--- src/core_regs_map.svh ---
`ifndef CORE_REGS_MAP_SVH
`define CORE_REGS_MAP_SVH
// Summary of operation
// - Accesses to the indirect pointer location reach the register or RAM cell named by ram select.
// - Free counter counts slow ticks or instruction cycles; ordinary read and write.
// - Program counter is 12 bits wide, addressing 4k words of 13-bit code.
// - Jump loads the low 10 counter bits from the operand.
// - Call pushes current address plus one, then loads the low 10 bits.
// - All three return kinds reload the counter from the stack top.
// - Accumulator move to counter: low byte from accumulator, bits 8 and 9 cleared.
// - Accumulator add to counter: relative add on low byte, bits 8 and 9 cleared.
// - Table jump: relative add on low byte, bits 8 and 9 kept.
// - Jump, call, add and move load the top two bits from the code page select.
// - A taken interrupt vectors to address 08h in code page 0.
// - Interrupt entry saves accumulator, status and page register; interrupt return restores them.
// - Status bits 0, 1, 2 hold carry, nibble carry and zero; all read and write.
// - Power-down flag bit 3: set at power on and watchdog clear, cleared by sleep.
// - Time-out flag bit 4: set at power up, sleep, watchdog clear; cleared by timeout.
// - Flag pairs after events follow from the set and clear actions above.
// - Status bit 5 selects control space page 0 or 1; resets to 0.
// - Status bits 7:6 select special register page 0 to 3; reset to 0.
// - Low six bits of ram select form the indirect address.
// - Ram select bits 7:6 pick one of four banks for 20h to 3Fh; reset 0.
// - Page register bits 1:0 hold the code page; the page instruction also writes them.
// - Addresses 10h to 1Fh are global; bank select applies only to 20h to 3Fh.

// ==========================================================
// Register locations
`define ADDR_INDIRECT      6'h00
`define ADDR_FREE_COUNTER  6'h01
`define ADDR_PROGRAM_CNT   6'h02
`define ADDR_STATUS        6'h03
`define ADDR_RAM_SELECT    6'h04
`define ADDR_PROGRAM_PAGE  6'h05
`define ADDR_GLOBAL_LO     6'h10
`define RAM_BANKED_BASE    8'h10
`define RAM_WORDS          144

// ==========================================================
// Field positions and reset values
`define STATUS_TIMEOUT_BIT 4
`define STATUS_PWRDN_BIT   3
`define STATUS_WR_MASK     8'hE7
`define STATUS_RESET       8'h18
`define RAM_SELECT_RESET   8'h00
`define PAGE_RESET         4'h0
`define PAGE_PAGE0         2'h0
`define INT_VECTOR         12'h008
`define PC_RESET           12'h000
`endif

--- src/core_regs_pkg.sv ---
package core_regs_pkg;
   // Instruction events seen by the special register set.
   typedef enum logic [3:0] {
      OP_NONE,
      OP_STEP,
      OP_JUMP,
      OP_CALL,
      OP_RETURN,
      OP_LITERAL_RETURN,
      OP_INTERRUPT_RETURN,
      OP_MOV_PC,
      OP_ADD_PC,
      OP_TABLE_JUMP,
      OP_PAGE,
      OP_WATCHDOG_CLEAR,
      OP_SLEEP,
      OP_INTERRUPT
   } core_op_type;
endpackage

--- src/mcu_core_special_registers.sv ---
`include "core_regs_map.svh"

module mcu_core_special_registers
   import core_regs_pkg::*;
#(
   parameter int STACK_DEPTH = 8
) (
   // Clock and reset
   input  wire logic        clk,
   input  wire logic        nrst,
   // Register access
   input  wire logic [5:0]  reg_addr,
   input  wire logic        reg_wr,
   input  wire logic [7:0]  reg_wdata,
   input  wire logic        reg_rd,
   output logic      [7:0]  reg_rdata,
   // Instruction events
   input  core_op_type      op,
   input  wire logic [9:0]  operand,
   input  wire logic [7:0]  accumulator,
   input  wire logic        flag_wr,
   input  wire logic [2:0]  flags_in,
   // Counter sources
   input  wire logic        tick_16k,
   input  wire logic        instr_cycle,
   input  wire logic        counter_control_setting,
   // Watchdog
   input  wire logic        watchdog_timeout,
   // Core state
   output logic      [11:0] program_counter,
   output logic      [7:0]  status_out,
   output logic      [7:0]  ram_select_out,
   output logic      [7:0]  program_page_out,
   output logic             acc_restore_valid,
   output logic      [7:0]  acc_restore_data
);

   // ==========================================================
   // State
   logic [11:0] pc_q;
   logic [11:0] pc_d;
   logic [7:0]  status_q;
   logic [7:0]  status_d;
   logic [7:0]  ram_select_q;
   logic [3:0]  page_q;
   logic [3:0]  page_d;
   logic [7:0]  free_counter_q;
   logic [7:0]  saved_acc_q;
   logic [7:0]  saved_status_q;
   logic [3:0]  saved_page_q;
   logic [7:0]  rd_spec_q;
   logic        rd_ram_q;
   logic [11:0] stack_top;
   logic [7:0]  ram_rdata;

   // Maps a data address onto the RAM array; 10h..1Fh ignore the bank.
   function automatic logic [7:0] ram_index(input logic [5:0] addr, input logic [1:0] bank);
      logic [7:0] idx;
      idx = 8'h00;
      if (addr[5]) begin
         idx = {1'b0, bank, addr[4:0]} + `RAM_BANKED_BASE;
      end else begin
         idx = {4'h0, addr[3:0]};
      end
      return idx;
   endfunction

   // ==========================================================
   // Address decode
   wire [1:0] ram_bank_sel   = ram_select_q[7:6];
   wire [5:0] ram_index_bits = ram_select_q[5:0];
   wire [1:0] reg_page_sel   = status_q[7:6];
   wire [5:0] eff_addr       = (reg_addr == `ADDR_INDIRECT) ? ram_index_bits : reg_addr;
   wire       is_ram         = eff_addr >= `ADDR_GLOBAL_LO;
   wire [7:0] ram_addr       = ram_index(eff_addr, ram_bank_sel);
   wire       wr_spec        = reg_wr && !is_ram;
   wire       sel_counter    = eff_addr == `ADDR_FREE_COUNTER;
   wire       sel_pc         = eff_addr == `ADDR_PROGRAM_CNT;
   wire       sel_status     = eff_addr == `ADDR_STATUS;
   wire       sel_ram_select = eff_addr == `ADDR_RAM_SELECT;
   wire       sel_page       = (eff_addr == `ADDR_PROGRAM_PAGE) && (reg_page_sel == `PAGE_PAGE0);

   // ==========================================================
   // Program counter
   wire [1:0]  code_page   = page_q[1:0];
   wire [11:0] pc_plus_one = pc_q + 12'h001;
   wire        load_pc_reg = wr_spec && sel_pc;
   wire [7:0]  pc_low_src  = (op == OP_MOV_PC) ? accumulator : reg_wdata;
   wire [7:0]  pc_low_sum  = pc_q[7:0] + accumulator;
   wire        is_return   = (op == OP_RETURN) || (op == OP_LITERAL_RETURN) || (op == OP_INTERRUPT_RETURN);
   wire        stack_push  = (op == OP_CALL) || (op == OP_INTERRUPT);
   wire [11:0] push_value  = (op == OP_CALL) ? pc_plus_one : pc_q;

   always_comb begin
      pc_d = pc_q;
      unique case (op)
         OP_STEP:             pc_d = pc_plus_one;
         OP_JUMP:             pc_d = {code_page, operand};
         OP_CALL:             pc_d = {code_page, operand};
         OP_RETURN,
         OP_LITERAL_RETURN,
         OP_INTERRUPT_RETURN: pc_d = stack_top;
         OP_MOV_PC:           pc_d = {code_page, 2'b00, pc_low_src};
         OP_ADD_PC:           pc_d = {code_page, 2'b00, pc_low_sum};
         OP_TABLE_JUMP:       pc_d = {pc_q[11:8], pc_low_sum};
         OP_INTERRUPT:        pc_d = `INT_VECTOR;
         OP_NONE,
         OP_PAGE,
         OP_WATCHDOG_CLEAR,
         OP_SLEEP: begin
            if (load_pc_reg) begin
               pc_d = {code_page, 2'b00, pc_low_src};
            end
         end
      endcase
   end

   always_ff @(posedge clk or negedge nrst) begin
      if (!nrst) begin
         pc_q <= `PC_RESET;
      end else begin
         pc_q <= pc_d;
      end
   end

   return_stack #(
      .DEPTH (STACK_DEPTH),
      .WIDTH (12)
   ) u_stack (
      .clk       (clk),
      .nrst      (nrst),
      .push      (stack_push),
      .pop       (is_return),
      .push_data (push_value),
      .top       (stack_top)
   );

   // ==========================================================
   // Status register
   always_comb begin
      status_d = status_q;
      if (flag_wr) begin
         status_d[2:0] = flags_in;
      end
      if (wr_spec && sel_status) begin
         status_d = (reg_wdata & `STATUS_WR_MASK) | (status_q & ~`STATUS_WR_MASK);
      end
      if (watchdog_timeout) begin
         status_d[`STATUS_TIMEOUT_BIT] = 1'b0;
      end
      if (op == OP_SLEEP) begin
         status_d[`STATUS_TIMEOUT_BIT] = 1'b1;
         status_d[`STATUS_PWRDN_BIT]   = 1'b0;
      end
      if (op == OP_WATCHDOG_CLEAR) begin
         status_d[`STATUS_TIMEOUT_BIT] = 1'b1;
         status_d[`STATUS_PWRDN_BIT]   = 1'b1;
      end
      if (op == OP_INTERRUPT_RETURN) begin
         status_d = saved_status_q;
      end
   end

   always_ff @(posedge clk or negedge nrst) begin
      if (!nrst) begin
         status_q <= `STATUS_RESET;
      end else begin
         status_q <= status_d;
      end
   end

   // ==========================================================
   // RAM select and program page registers
   always_ff @(posedge clk or negedge nrst) begin
      if (!nrst) begin
         ram_select_q <= `RAM_SELECT_RESET;
      end else if (wr_spec && sel_ram_select) begin
         ram_select_q <= reg_wdata;
      end
   end

   always_comb begin
      page_d = page_q;
      if (wr_spec && sel_page) begin
         page_d = reg_wdata[3:0];
      end
      if (op == OP_PAGE) begin
         page_d[1:0] = operand[1:0];
      end
      if (op == OP_INTERRUPT_RETURN) begin
         page_d = saved_page_q;
      end
   end

   always_ff @(posedge clk or negedge nrst) begin
      if (!nrst) begin
         page_q <= `PAGE_RESET;
      end else begin
         page_q <= page_d;
      end
   end

   // ==========================================================
   // Interrupt context save
   always_ff @(posedge clk or negedge nrst) begin
      if (!nrst) begin
         saved_acc_q    <= 8'h00;
         saved_status_q <= `STATUS_RESET;
         saved_page_q   <= `PAGE_RESET;
      end else if (op == OP_INTERRUPT) begin
         saved_acc_q    <= accumulator;
         saved_status_q <= status_q;
         saved_page_q   <= page_q;
      end
   end

   assign acc_restore_valid = op == OP_INTERRUPT_RETURN;
   assign acc_restore_data  = saved_acc_q;

   // ==========================================================
   // Free counter
   wire counter_inc = counter_control_setting ? instr_cycle : tick_16k;

   always_ff @(posedge clk or negedge nrst) begin
      if (!nrst) begin
         free_counter_q <= 8'h00;
      end else if (wr_spec && sel_counter) begin
         free_counter_q <= reg_wdata;
      end else if (counter_inc) begin
         free_counter_q <= free_counter_q + 8'h01;
      end
   end

   // ==========================================================
   // Data RAM and read path
   general_ram #(
      .WIDTH (8),
      .DEPTH (`RAM_WORDS),
      .AW    (8)
   ) u_ram (
      .clk   (clk),
      .nrst  (nrst),
      .we    (reg_wr && is_ram),
      .waddr (ram_addr),
      .wdata (reg_wdata),
      .re    (reg_rd && is_ram),
      .raddr (ram_addr),
      .rdata (ram_rdata)
   );

   wire [7:0] spec_rdata = sel_counter    ? free_counter_q :
                           sel_pc         ? pc_q[7:0] :
                           sel_status     ? status_q :
                           sel_ram_select ? ram_select_q :
                           sel_page       ? {4'h0, page_q} : 8'h00;

   always_ff @(posedge clk or negedge nrst) begin
      if (!nrst) begin
         rd_spec_q <= 8'h00;
         rd_ram_q  <= 1'b0;
      end else if (reg_rd) begin
         rd_spec_q <= spec_rdata;
         rd_ram_q  <= is_ram;
      end
   end

   assign reg_rdata        = rd_ram_q ? ram_rdata : rd_spec_q;
   assign program_counter  = pc_q;
   assign status_out       = status_q;
   assign ram_select_out   = ram_select_q;
   assign program_page_out = {4'h0, page_q};
endmodule

--- src/return_stack.sv ---
module return_stack #(
   parameter int DEPTH = 8,
   parameter int WIDTH = 12
) (
   // Clock and reset
   input  wire logic             clk,
   input  wire logic             nrst,
   // Stack operations
   input  wire logic             push,
   input  wire logic             pop,
   input  wire logic [WIDTH-1:0] push_data,
   output logic      [WIDTH-1:0] top
);
   localparam int PW = $clog2(DEPTH);

   logic [WIDTH-1:0] entry_q [DEPTH];
   logic [PW-1:0]    ptr_q;
   wire  [PW-1:0]    top_idx = ptr_q - 1'b1;

   // The pointer wraps, so a push beyond the depth overwrites the oldest entry.
   assign top = entry_q[top_idx];

   always_ff @(posedge clk or negedge nrst) begin
      if (!nrst) begin
         ptr_q <= '0;
      end else if (push) begin
         ptr_q <= ptr_q + 1'b1;
      end else if (pop) begin
         ptr_q <= top_idx;
      end
   end

   always_ff @(posedge clk or negedge nrst) begin
      if (!nrst) begin
         for (int i = 0; i < DEPTH; i++) begin
            entry_q[i] <= '0;
         end
      end else if (push) begin
         entry_q[ptr_q] <= push_data;
      end
   end
endmodule

--- src/general_ram.sv ---
module general_ram #(
   parameter int WIDTH = 8,
   parameter int DEPTH = 144,
   parameter int AW    = 8
) (
   // Clock and reset
   input  wire logic             clk,
   input  wire logic             nrst,
   // Write port
   input  wire logic             we,
   input  wire logic [AW-1:0]    waddr,
   input  wire logic [WIDTH-1:0] wdata,
   // Read port
   input  wire logic             re,
   input  wire logic [AW-1:0]    raddr,
   output logic      [WIDTH-1:0] rdata
);
   logic [WIDTH-1:0] mem [DEPTH];
   logic [WIDTH-1:0] rdata_q;

   assign rdata = rdata_q;

   always_ff @(posedge clk) begin
      if (we) begin
         mem[waddr] <= wdata;
      end
   end

   always_ff @(posedge clk or negedge nrst) begin
      if (!nrst) begin
         rdata_q <= '0;
      end else if (re) begin
         rdata_q <= mem[raddr];
      end
   end
endmodule

--- config.mk ---
export PLATFORM = sky130hd
export DESIGN_NAME = mcu_core_special_registers
export DESIGN_NICKNAME = d
export VERILOG_FILES = /design/src/core_regs_pkg.sv /design/src/mcu_core_special_registers.sv /design/src/return_stack.sv /design/src/general_ram.sv
export VERILOG_INCLUDE_DIRS = /design/src /design/src/src
export SDC_FILE = /design/constraint.sdc
export NUM_CORES = 2
export LEC_CHECK = 0
export ABC_AREA = 1
export BUFFER_PORTS_ARGS = -buffer_cell sky130_fd_sc_hd__buf_2
export CELL_PAD_IN_SITES_DETAIL_PLACEMENT = 1
export CELL_PAD_IN_SITES_GLOBAL_PLACEMENT = 1
export CORE_MARGIN = 3
export CORE_UTILIZATION = 50
export CTS_CLUSTER_DIAMETER = 120
export DETAILED_ROUTE_END_ITERATION = 6
export PLACE_DENSITY_LB_ADDON = 0.1
export REMOVE_ABC_BUFFERS = 1
export SLEW_MARGIN = 15
export SYNTH_ARGS = -nofsm -noshare
export SYNTH_HDL_FRONTEND = slang
export SYNTH_SLANG_ARGS = --single-unit
--- constraint.sdc ---
create_clock -name clk -period 3.5 [get_ports clk]
set_input_delay 0.35 -clock clk [delete_from_list [all_inputs] [get_ports clk]]
set_output_delay 0.35 -clock clk [all_outputs]
set_load 0.05 [all_outputs]
Yosys cells after proc, flatten, opt, wreduce, memory -nomap -nowiden
Memories as Yosys holds them, arrays and structs flattened. A register that Yosys moved wholly into a read port is not among the register bits.
Cells that the tools add are included.
Operators by class
  add/subtract/negate cells: 6
  multiply operators: 0
  divide/modulo/power cells: 0
  magnitude comparators: 4
  eq/ne operators: 19
  shift-type cells: 0
  multiplexer cells: 34
  bitwise logic cells: 4
  reduce and logical (&&, ||, !) cells: 30
Operator list (number)
  $bwmux W96: 1
  $pmux W12 S8: 1
  $mux W8: 11
  $mux W12: 5
  $bmux W12 S3: 1
  $demux W12 S3: 1
  $eq A4 B4 Y1 const B: 6
  $eq A4 B3 Y1 const B: 4
  $add A12 B1 Y12 const B: 1
  $eq A6 B2 Y1 const B: 2
  $eq A6 B3 Y1 const B: 2
  $mux W4: 3
  $logic_and A1 B1 Y1: 10
  $mux W3: 3
  $add A7 B5 Y8 const B: 1
  $add A8 B1 Y8 const B: 1
  $add A8 B8 Y8: 1
  $eq A4 B2 Y1 const B: 2
  $ge A4 B4 Y1 const B: 2
  $not A3 Y4: 2
  $or A8 B5 Y8: 1
  $reduce_bool A2 Y1: 4
  $eq A6 B1 Y1 const B: 1
  $ge A6 B5 Y1 const B: 1
  other kinds (21): 30
Storage, ports and cells
  register bits: 168
  latch bits: 0
  bits in writable memories: 1152
  bits in read-only memories: 0
  bits of input ports: 48
  word-level logic and storage cells: 122
  memories: 1
Memories
  u_ram.mem: words 144, width 8, read ports 1, clocked after Yosys merged registers in 1, write ports 1, line general_ram.sv:18  | logic [WIDTH-1:0] mem [DEPTH];

Longest topological paths before layout
  depth after elaboration: 11
  gate-level depth with buffers: 21

Hierarchy
Synthesis repeated with hierarchy kept, for this count alone.
Unflattened totals
  cells, all modules: 5371
  area, all modules: 57317.5 sq um
By module, submodules not included
  general_ram: times used 1, cells an instance 4005, area an instance 47499.3 sq um
  return_stack: times used 1, cells an instance 674, area an instance 4924.7 sq um
  mcu_core_special_registers: times used 1, cells an instance 692, area an instance 4893.4 sq um

Worst setup path before layout
No wires, ideal clock.
  kind: register -> register
  start point: reg u_stack.ptr_q[0]
  end point: reg pc_q[0], in the netlist program_counter[0]
  library setup time: 0.129 ns
  arrival time: 2.842 ns
  setup slack: 0.529 ns
  cell stages (with the launch flop): 15
  path buffers: 6
  cell sequence: dfrtp_1 clkbuf_1 inv_1 clkbuf_1 clkbuf_1 ha_1 clkbuf_1 inv_1 clkbuf_1 buf_1 nand3_1 a32oi_1 nand3_1 o21ai_0 o21ai_0
Between the ends
  word-level cells in the longest chain between the ends: 6
Ends and longest elaborated chain
  start: declaration: line return_stack.sv:17  | logic [PW-1:0] ptr_q;
  start signal: assignment: line return_stack.sv:27  | ptr_q <= ptr_q + 1'b1;
  start signal: assignment: line return_stack.sv:29  | ptr_q <= top_idx;
  $sub A3 B1 Y3: line return_stack.sv:18  | wire [PW-1:0] top_idx = ptr_q - 1'b1;
  net u_stack.top_idx[0]: line return_stack.sv:18
  $not A3 Y4 (implied by the code): line return_stack.sv:21  | assign top = entry_q[top_idx];
  $bmux W12 S3: line return_stack.sv:21
  $mux W12 (implied by the code) (2 in series): line return_stack.sv:21
  $pmux W12 S8: line mcu_core_special_registers.sv:96  | unique case (op)
  end signal: assignment: line mcu_core_special_registers.sv:120  | pc_q <= `PC_RESET;
  end signal: assignment: line mcu_core_special_registers.sv:122  | pc_q <= pc_d;
  end: declaration: line mcu_core_special_registers.sv:40  | logic [11:0] pc_q;
The timed path passes the listed nets, and every way through them passes these cells. The select of a mux whose other input is x is not followed.
A chain may end at the register's enable or synchronous reset.

Final worst setup path
  start point: reg ram_select_q[0], in the netlist ram_select_out[0]
  end point: reg u_ram.rdata_q[7], in the netlist u_ram.rdata[7], read port of u_ram.mem
Between the ends
  word-level cells in the longest chain between the ends: 3
  elaborated cells on any way between the ends: 5
  those cells by class: add/sub: 1; order compare: 1; mux: 2; reduce/logical: 1
Ends and longest elaborated chain
  start: declaration: line mcu_core_special_registers.sv:44  | logic [7:0] ram_select_q;
  start signal: assignment: line mcu_core_special_registers.sv:176  | ram_select_q <= `RAM_SELECT_RESET;
  start signal: assignment: line mcu_core_special_registers.sv:178  | ram_select_q <= reg_wdata;
  $mux W6 (*): line mcu_core_special_registers.sv:73  | wire [5:0] eff_addr = (reg_addr == `ADDR_INDIRECT) ? ram_index_bits : reg_addr;
  $add A7 B5 Y8 (no line) or $ge A6 B5 Y1 (tied branches)
  $mux W8 or $logic_and A1 B1 Y1 (tied branches): line mcu_core_special_registers.sv:60, mcu_core_special_registers.sv:246
  end: declaration: line general_ram.sv:19  | logic [WIDTH-1:0] rdata_q;
Mark *: on every way between the ends. The rest lies on a longest branch, timed or not.

==> run summary <==
The port buffer count was 96; the total number of vias was 44,900. The clock root buffer is sky130_fd_sc_hd__clkbuf_16. Timing would allow up to 299 MHz. Setup violations remaining at the end of the flow were counted as 0.

The run gives 4200 ps as the required time of the critical path. The logs give 0.467 mV for the peak supply drop and 6,284 for the net count of the finished layout. Measured against its own limit, the worst slew margin works out to 24.5%. In the post-synthesis netlist, the biggest area contributors are sky130_fd_sc_hd__edfxtp_1, sky130_fd_sc_hd__nand2_1, sky130_fd_sc_hd__dfrtp_1, sky130_fd_sc_hd__nand3_1, sky130_fd_sc_hd__nor2_1. The number of pins exceeding their max-slew limit in the final report is 0.

At the worst endpoint, the arrival time is 4040 ps. The number of buffers created by CTS is 143. The largest individual stage delay along the critical path comes from the cell sky130_fd_sc_hd__dfrtp_1. The most used flip-flop cell after synthesis was sky130_fd_sc_hd__edfxtp_1. The logs give 120,000 sq um for the area of the die and 0 for the final-report hold violation count. The library cell used most frequently in the layout, excluding fill and tap cells, is sky130_fd_sc_hd__nand2_1. The maximum level of the CTS H-tree is 4.

The synthesis warning total is 0, and the area of the core region is 115,000 sq um. Busiest layer in global routing: met2. TritonCTS built the clock tree. Row generation in the floorplan step produced 124 rows. Entering global routing, the biggest net connects 180 pins. The most frequent cell on the critical path was sky130_fd_sc_hd__nand2_1. The mean instance size in the synthesized netlist was 9.80 sq um. Global routing consumed, on the met1 layer, 44.1% of the routing resources. The logs give 7,555 for the number of placed cells counting well taps and 4,388 for the violation count after the first detailed-route iteration. The maximum fanout along the worst path is 88. Walking the worst path, the cells encountered are inv_1 -> nor2_1 -> nand3_4 -> nand2_8 -> buf_4 -> buf_4 -> buf_12 -> nand2_1 -> nand2_1 -> nand2_1 -> nand2_1 -> nand2_1 -> nand2_1 -> nor2_1 -> nor2_1 -> nor2_1 -> nand2_1 -> nand2_1 -> nand3_1 -> nand2_1 -> inv_1.

Across every metal layer, demand over resource in global routing totals 31.8%. Relative to the synthesized area, the layout overhead comes to 15.4%. The wire length of the first global-routing pass is 291,000 microns, and the highest cell delay on the worst timing path is 390 ps.

The fill cell total of the finished layout was 12,600. The maximum buffer depth of the clock tree is 3. After synthesis, the netlist uses 55 different library cells.

The run gives 101 as the count of boundary I/O pins. Kind of start point of the critical path: a flip-flop. The tools report the final worst hold slack as 52.1 ps.

After synthesis, the share of flip-flops with an asynchronous set or reset is 13.3%. At the end of routability-driven placement, the weighted congestion stood at 0.865. The total overflow left after global routing is 0. The detailed-placement wirelength estimate is 120,000 microns.

The routed wire length was 192,000 microns; the floorplan die height was 347 microns. In this run, synthesis produced a sequential element count of 1,328. The library cells used most frequently in the layout, excluding fill and tap cells, are sky130_fd_sc_hd__nand2_1, sky130_fd_sc_hd__edfxtp_1, sky130_fd_sc_hd__nor2_1, sky130_fd_sc_hd__nand3_1, sky130_fd_sc_hd__buf_4. The synthesized design spends more area on one cell type than any other, namely sky130_fd_sc_hd__edfxtp_1. For this run, global-route usage on met2 was measured as 51.9%.

Dividing the detail-routed wire length by the instance count gives 24.5 microns. The number of standard cells in the layout, taps in and fillers out came out at 7,854. After clock tree synthesis, the clock-pin slew on the worst setup and hold paths is 60 ps. The endpoint kind of the worst setup timing path was a flip-flop. The chip width was 347 microns.

The via count of the first global-routing pass is 46,600. The critical path start-end classification is flip-flop to flip-flop. The number of remaining DRC errors is 0. The transition time of the tightest slew-check pin works out to 1120 ps. Kind of path behind the tightest hold check: primary input to flip-flop. Yosys mapped a number of flops with a built-in enable equal to 1,152. The pre-antenna-repair detailed-routing pass consisted of 5 iterations.

Final period demand of the worst path: 3340 ps. The final cycle utilization of the critical path works out to 95.5%. On the final layout, the worst clock skew is 24.5 ps.

The sequential element share of the synthesized area was 67.1%; the effective utilization at floorplan was 50.7%. The logs give 1,328 for the total number of clock tree sinks and 4.30% for the met3 track utilization from global routing. The clock reaches the later pin of the worst-skew pair after 760 ps.

Leakage power: 28.3 nW. The flow ran to the end, and the final reports show no timing, DRC or antenna violations. After detailed routing, the number of vias per cell comes to 5.71. The initial antenna violation count was 1. For this design the ratio of total power to cell area is 589 nW/um^2.

The top-area cell type share of the netlist area was 59.5%. After technology mapping, the gate count stands at 5,937. In this run the remaining antenna-violating nets after routing total 0.

Of the cells placed in the final design, the portion with a size suffix greater than 1 is 11.0%. The number of max-capacitance violations reported is 0. In this run the cell area of the synthesized design comes to 58,200 sq um.
-- final timing paths --
kind / startpoint / end / slack, ps / cells past startpoint
max: ram_select_out[0] / u_ram.rdata[7] / 160 / 21
min: flag_wr / status_out[2] / 50 / 3
max reg2reg: ram_select_out[0] / u_ram.rdata[7] / 160 / 21
min reg2reg: acc_restore_data[3] / acc_restore_data[3] / 470 / 2
max in group asynchronous: nrst / u_stack.entry_q[81] / 2290 / 3
min in group asynchronous: nrst / acc_restore_data[5] / 260 / 2
-- per-layer routing --
layer | vias up | routed length, microns
li1 | 20200 | -
met2 | 1586 | 92300
met1 | 22800 | 80400
met5 | - | 0
met4 | 0 | 6910
met3 | 340 | 12600
-- metrics by stage --
stage / setup TNS [ps] / cell area [sq um] / worst slack [ps] / power, W / util (%)
detailed placement: 0 / 62200 / 145 / 0.0246 / 54.1
floorplan: - / 56800 / -13510 / 0.0222 / -
global placement: 0 / 62200 / 138 / 0.0244 / 54.1
finish: 0 / 67100 / 159 / 0.0395 / 58.5
CTS: 0 / 67100 / 31.4 / 0.0397 / 58.4
global route: -22.5 / 67100 / -22.5 / 0.0410 / 58.5
-- cell usage after synthesis, drive strengths merged, types with 9 or more instances --
cell    instances
nor2          408
clkbuf        148
nor3           10
inv           165
a31oi          13
o211ai         15
edfxtp       1152
ha             12
xor2           18
o21ai         213
a21oi          69
nand4          15
nand3         352
o22ai           9
dfrtp         172
nand2        2937
buf           163
-- state kept, by name, indices dropped and copies added, names as in the netlist --
signal,cells
status_out,8
rd_spec_q,8
saved_page_q,4
rd_ram_q,1
u_stack.ptr_q,3
program_counter,12
acc_restore_data,8
free_counter_q,8
u_ram.rdata,8
saved_status_q,8
u_stack.entry_q,96
ram_select_out,8
u_ram.mem,1152
page_q,4
-- critical path: cells and delay by family, from the launching register on --
kind | cells | cell delay, ps
AND/OR/NAND/NOR | 16 | 1840
flip-flops | 1 | 390
buffers and inverters | 5 | 860
-- final cells by class --
cell class                 count  area (sq um)  share of cell area [%]
clock inverter                70           626                   0.932
tap                         1512          1890                    2.82
clock buffer                 193          4030                    6.00
inverter                     168           653                   0.973
multi-input combinational   4133         17200                    25.6
antenna                        1          2.50                 0.00373
sequential                  1328         39000                    58.1
timing repair buffer         449          3760                    5.60
-- kinds of logic after synthesis --
logic type | Yosys count | share of synthesized area, %
DFF | 1328 | 67.1
xor gates and xnor gates | 20 | 0.301
AOI/OAI and AO/OA | 363 | 3.61
buffers and inverters | 479 | 3.50
and+or+nand+nor | 3733 | 25.2
other | 1 | 0.00645
adders and majority gates | 13 | 0.293
-- where the power goes --
part | leakage [nW] | total [W] | internal (W) | switching, W
sequential | 12.6 | 0.0185 | 0.0179 | 0.000558
clock | 2.26 | 0.0151 | 0.00882 | 0.00626
combinational | 13.4 | 0.00593 | 0.00163 | 0.00430
total | 28.3 | 0.0395 | 0.0284 | 0.0111
-- timing repair --
action | in CTS | in global routing
resized for setup | 0 | 1
hold endpoints to repair | 178 | 0
hold buffers | 25 | 0
setup endpoints to repair | 0 | 2
setup buffers | 0 | 10
Power figures use the tool's default switching activity.
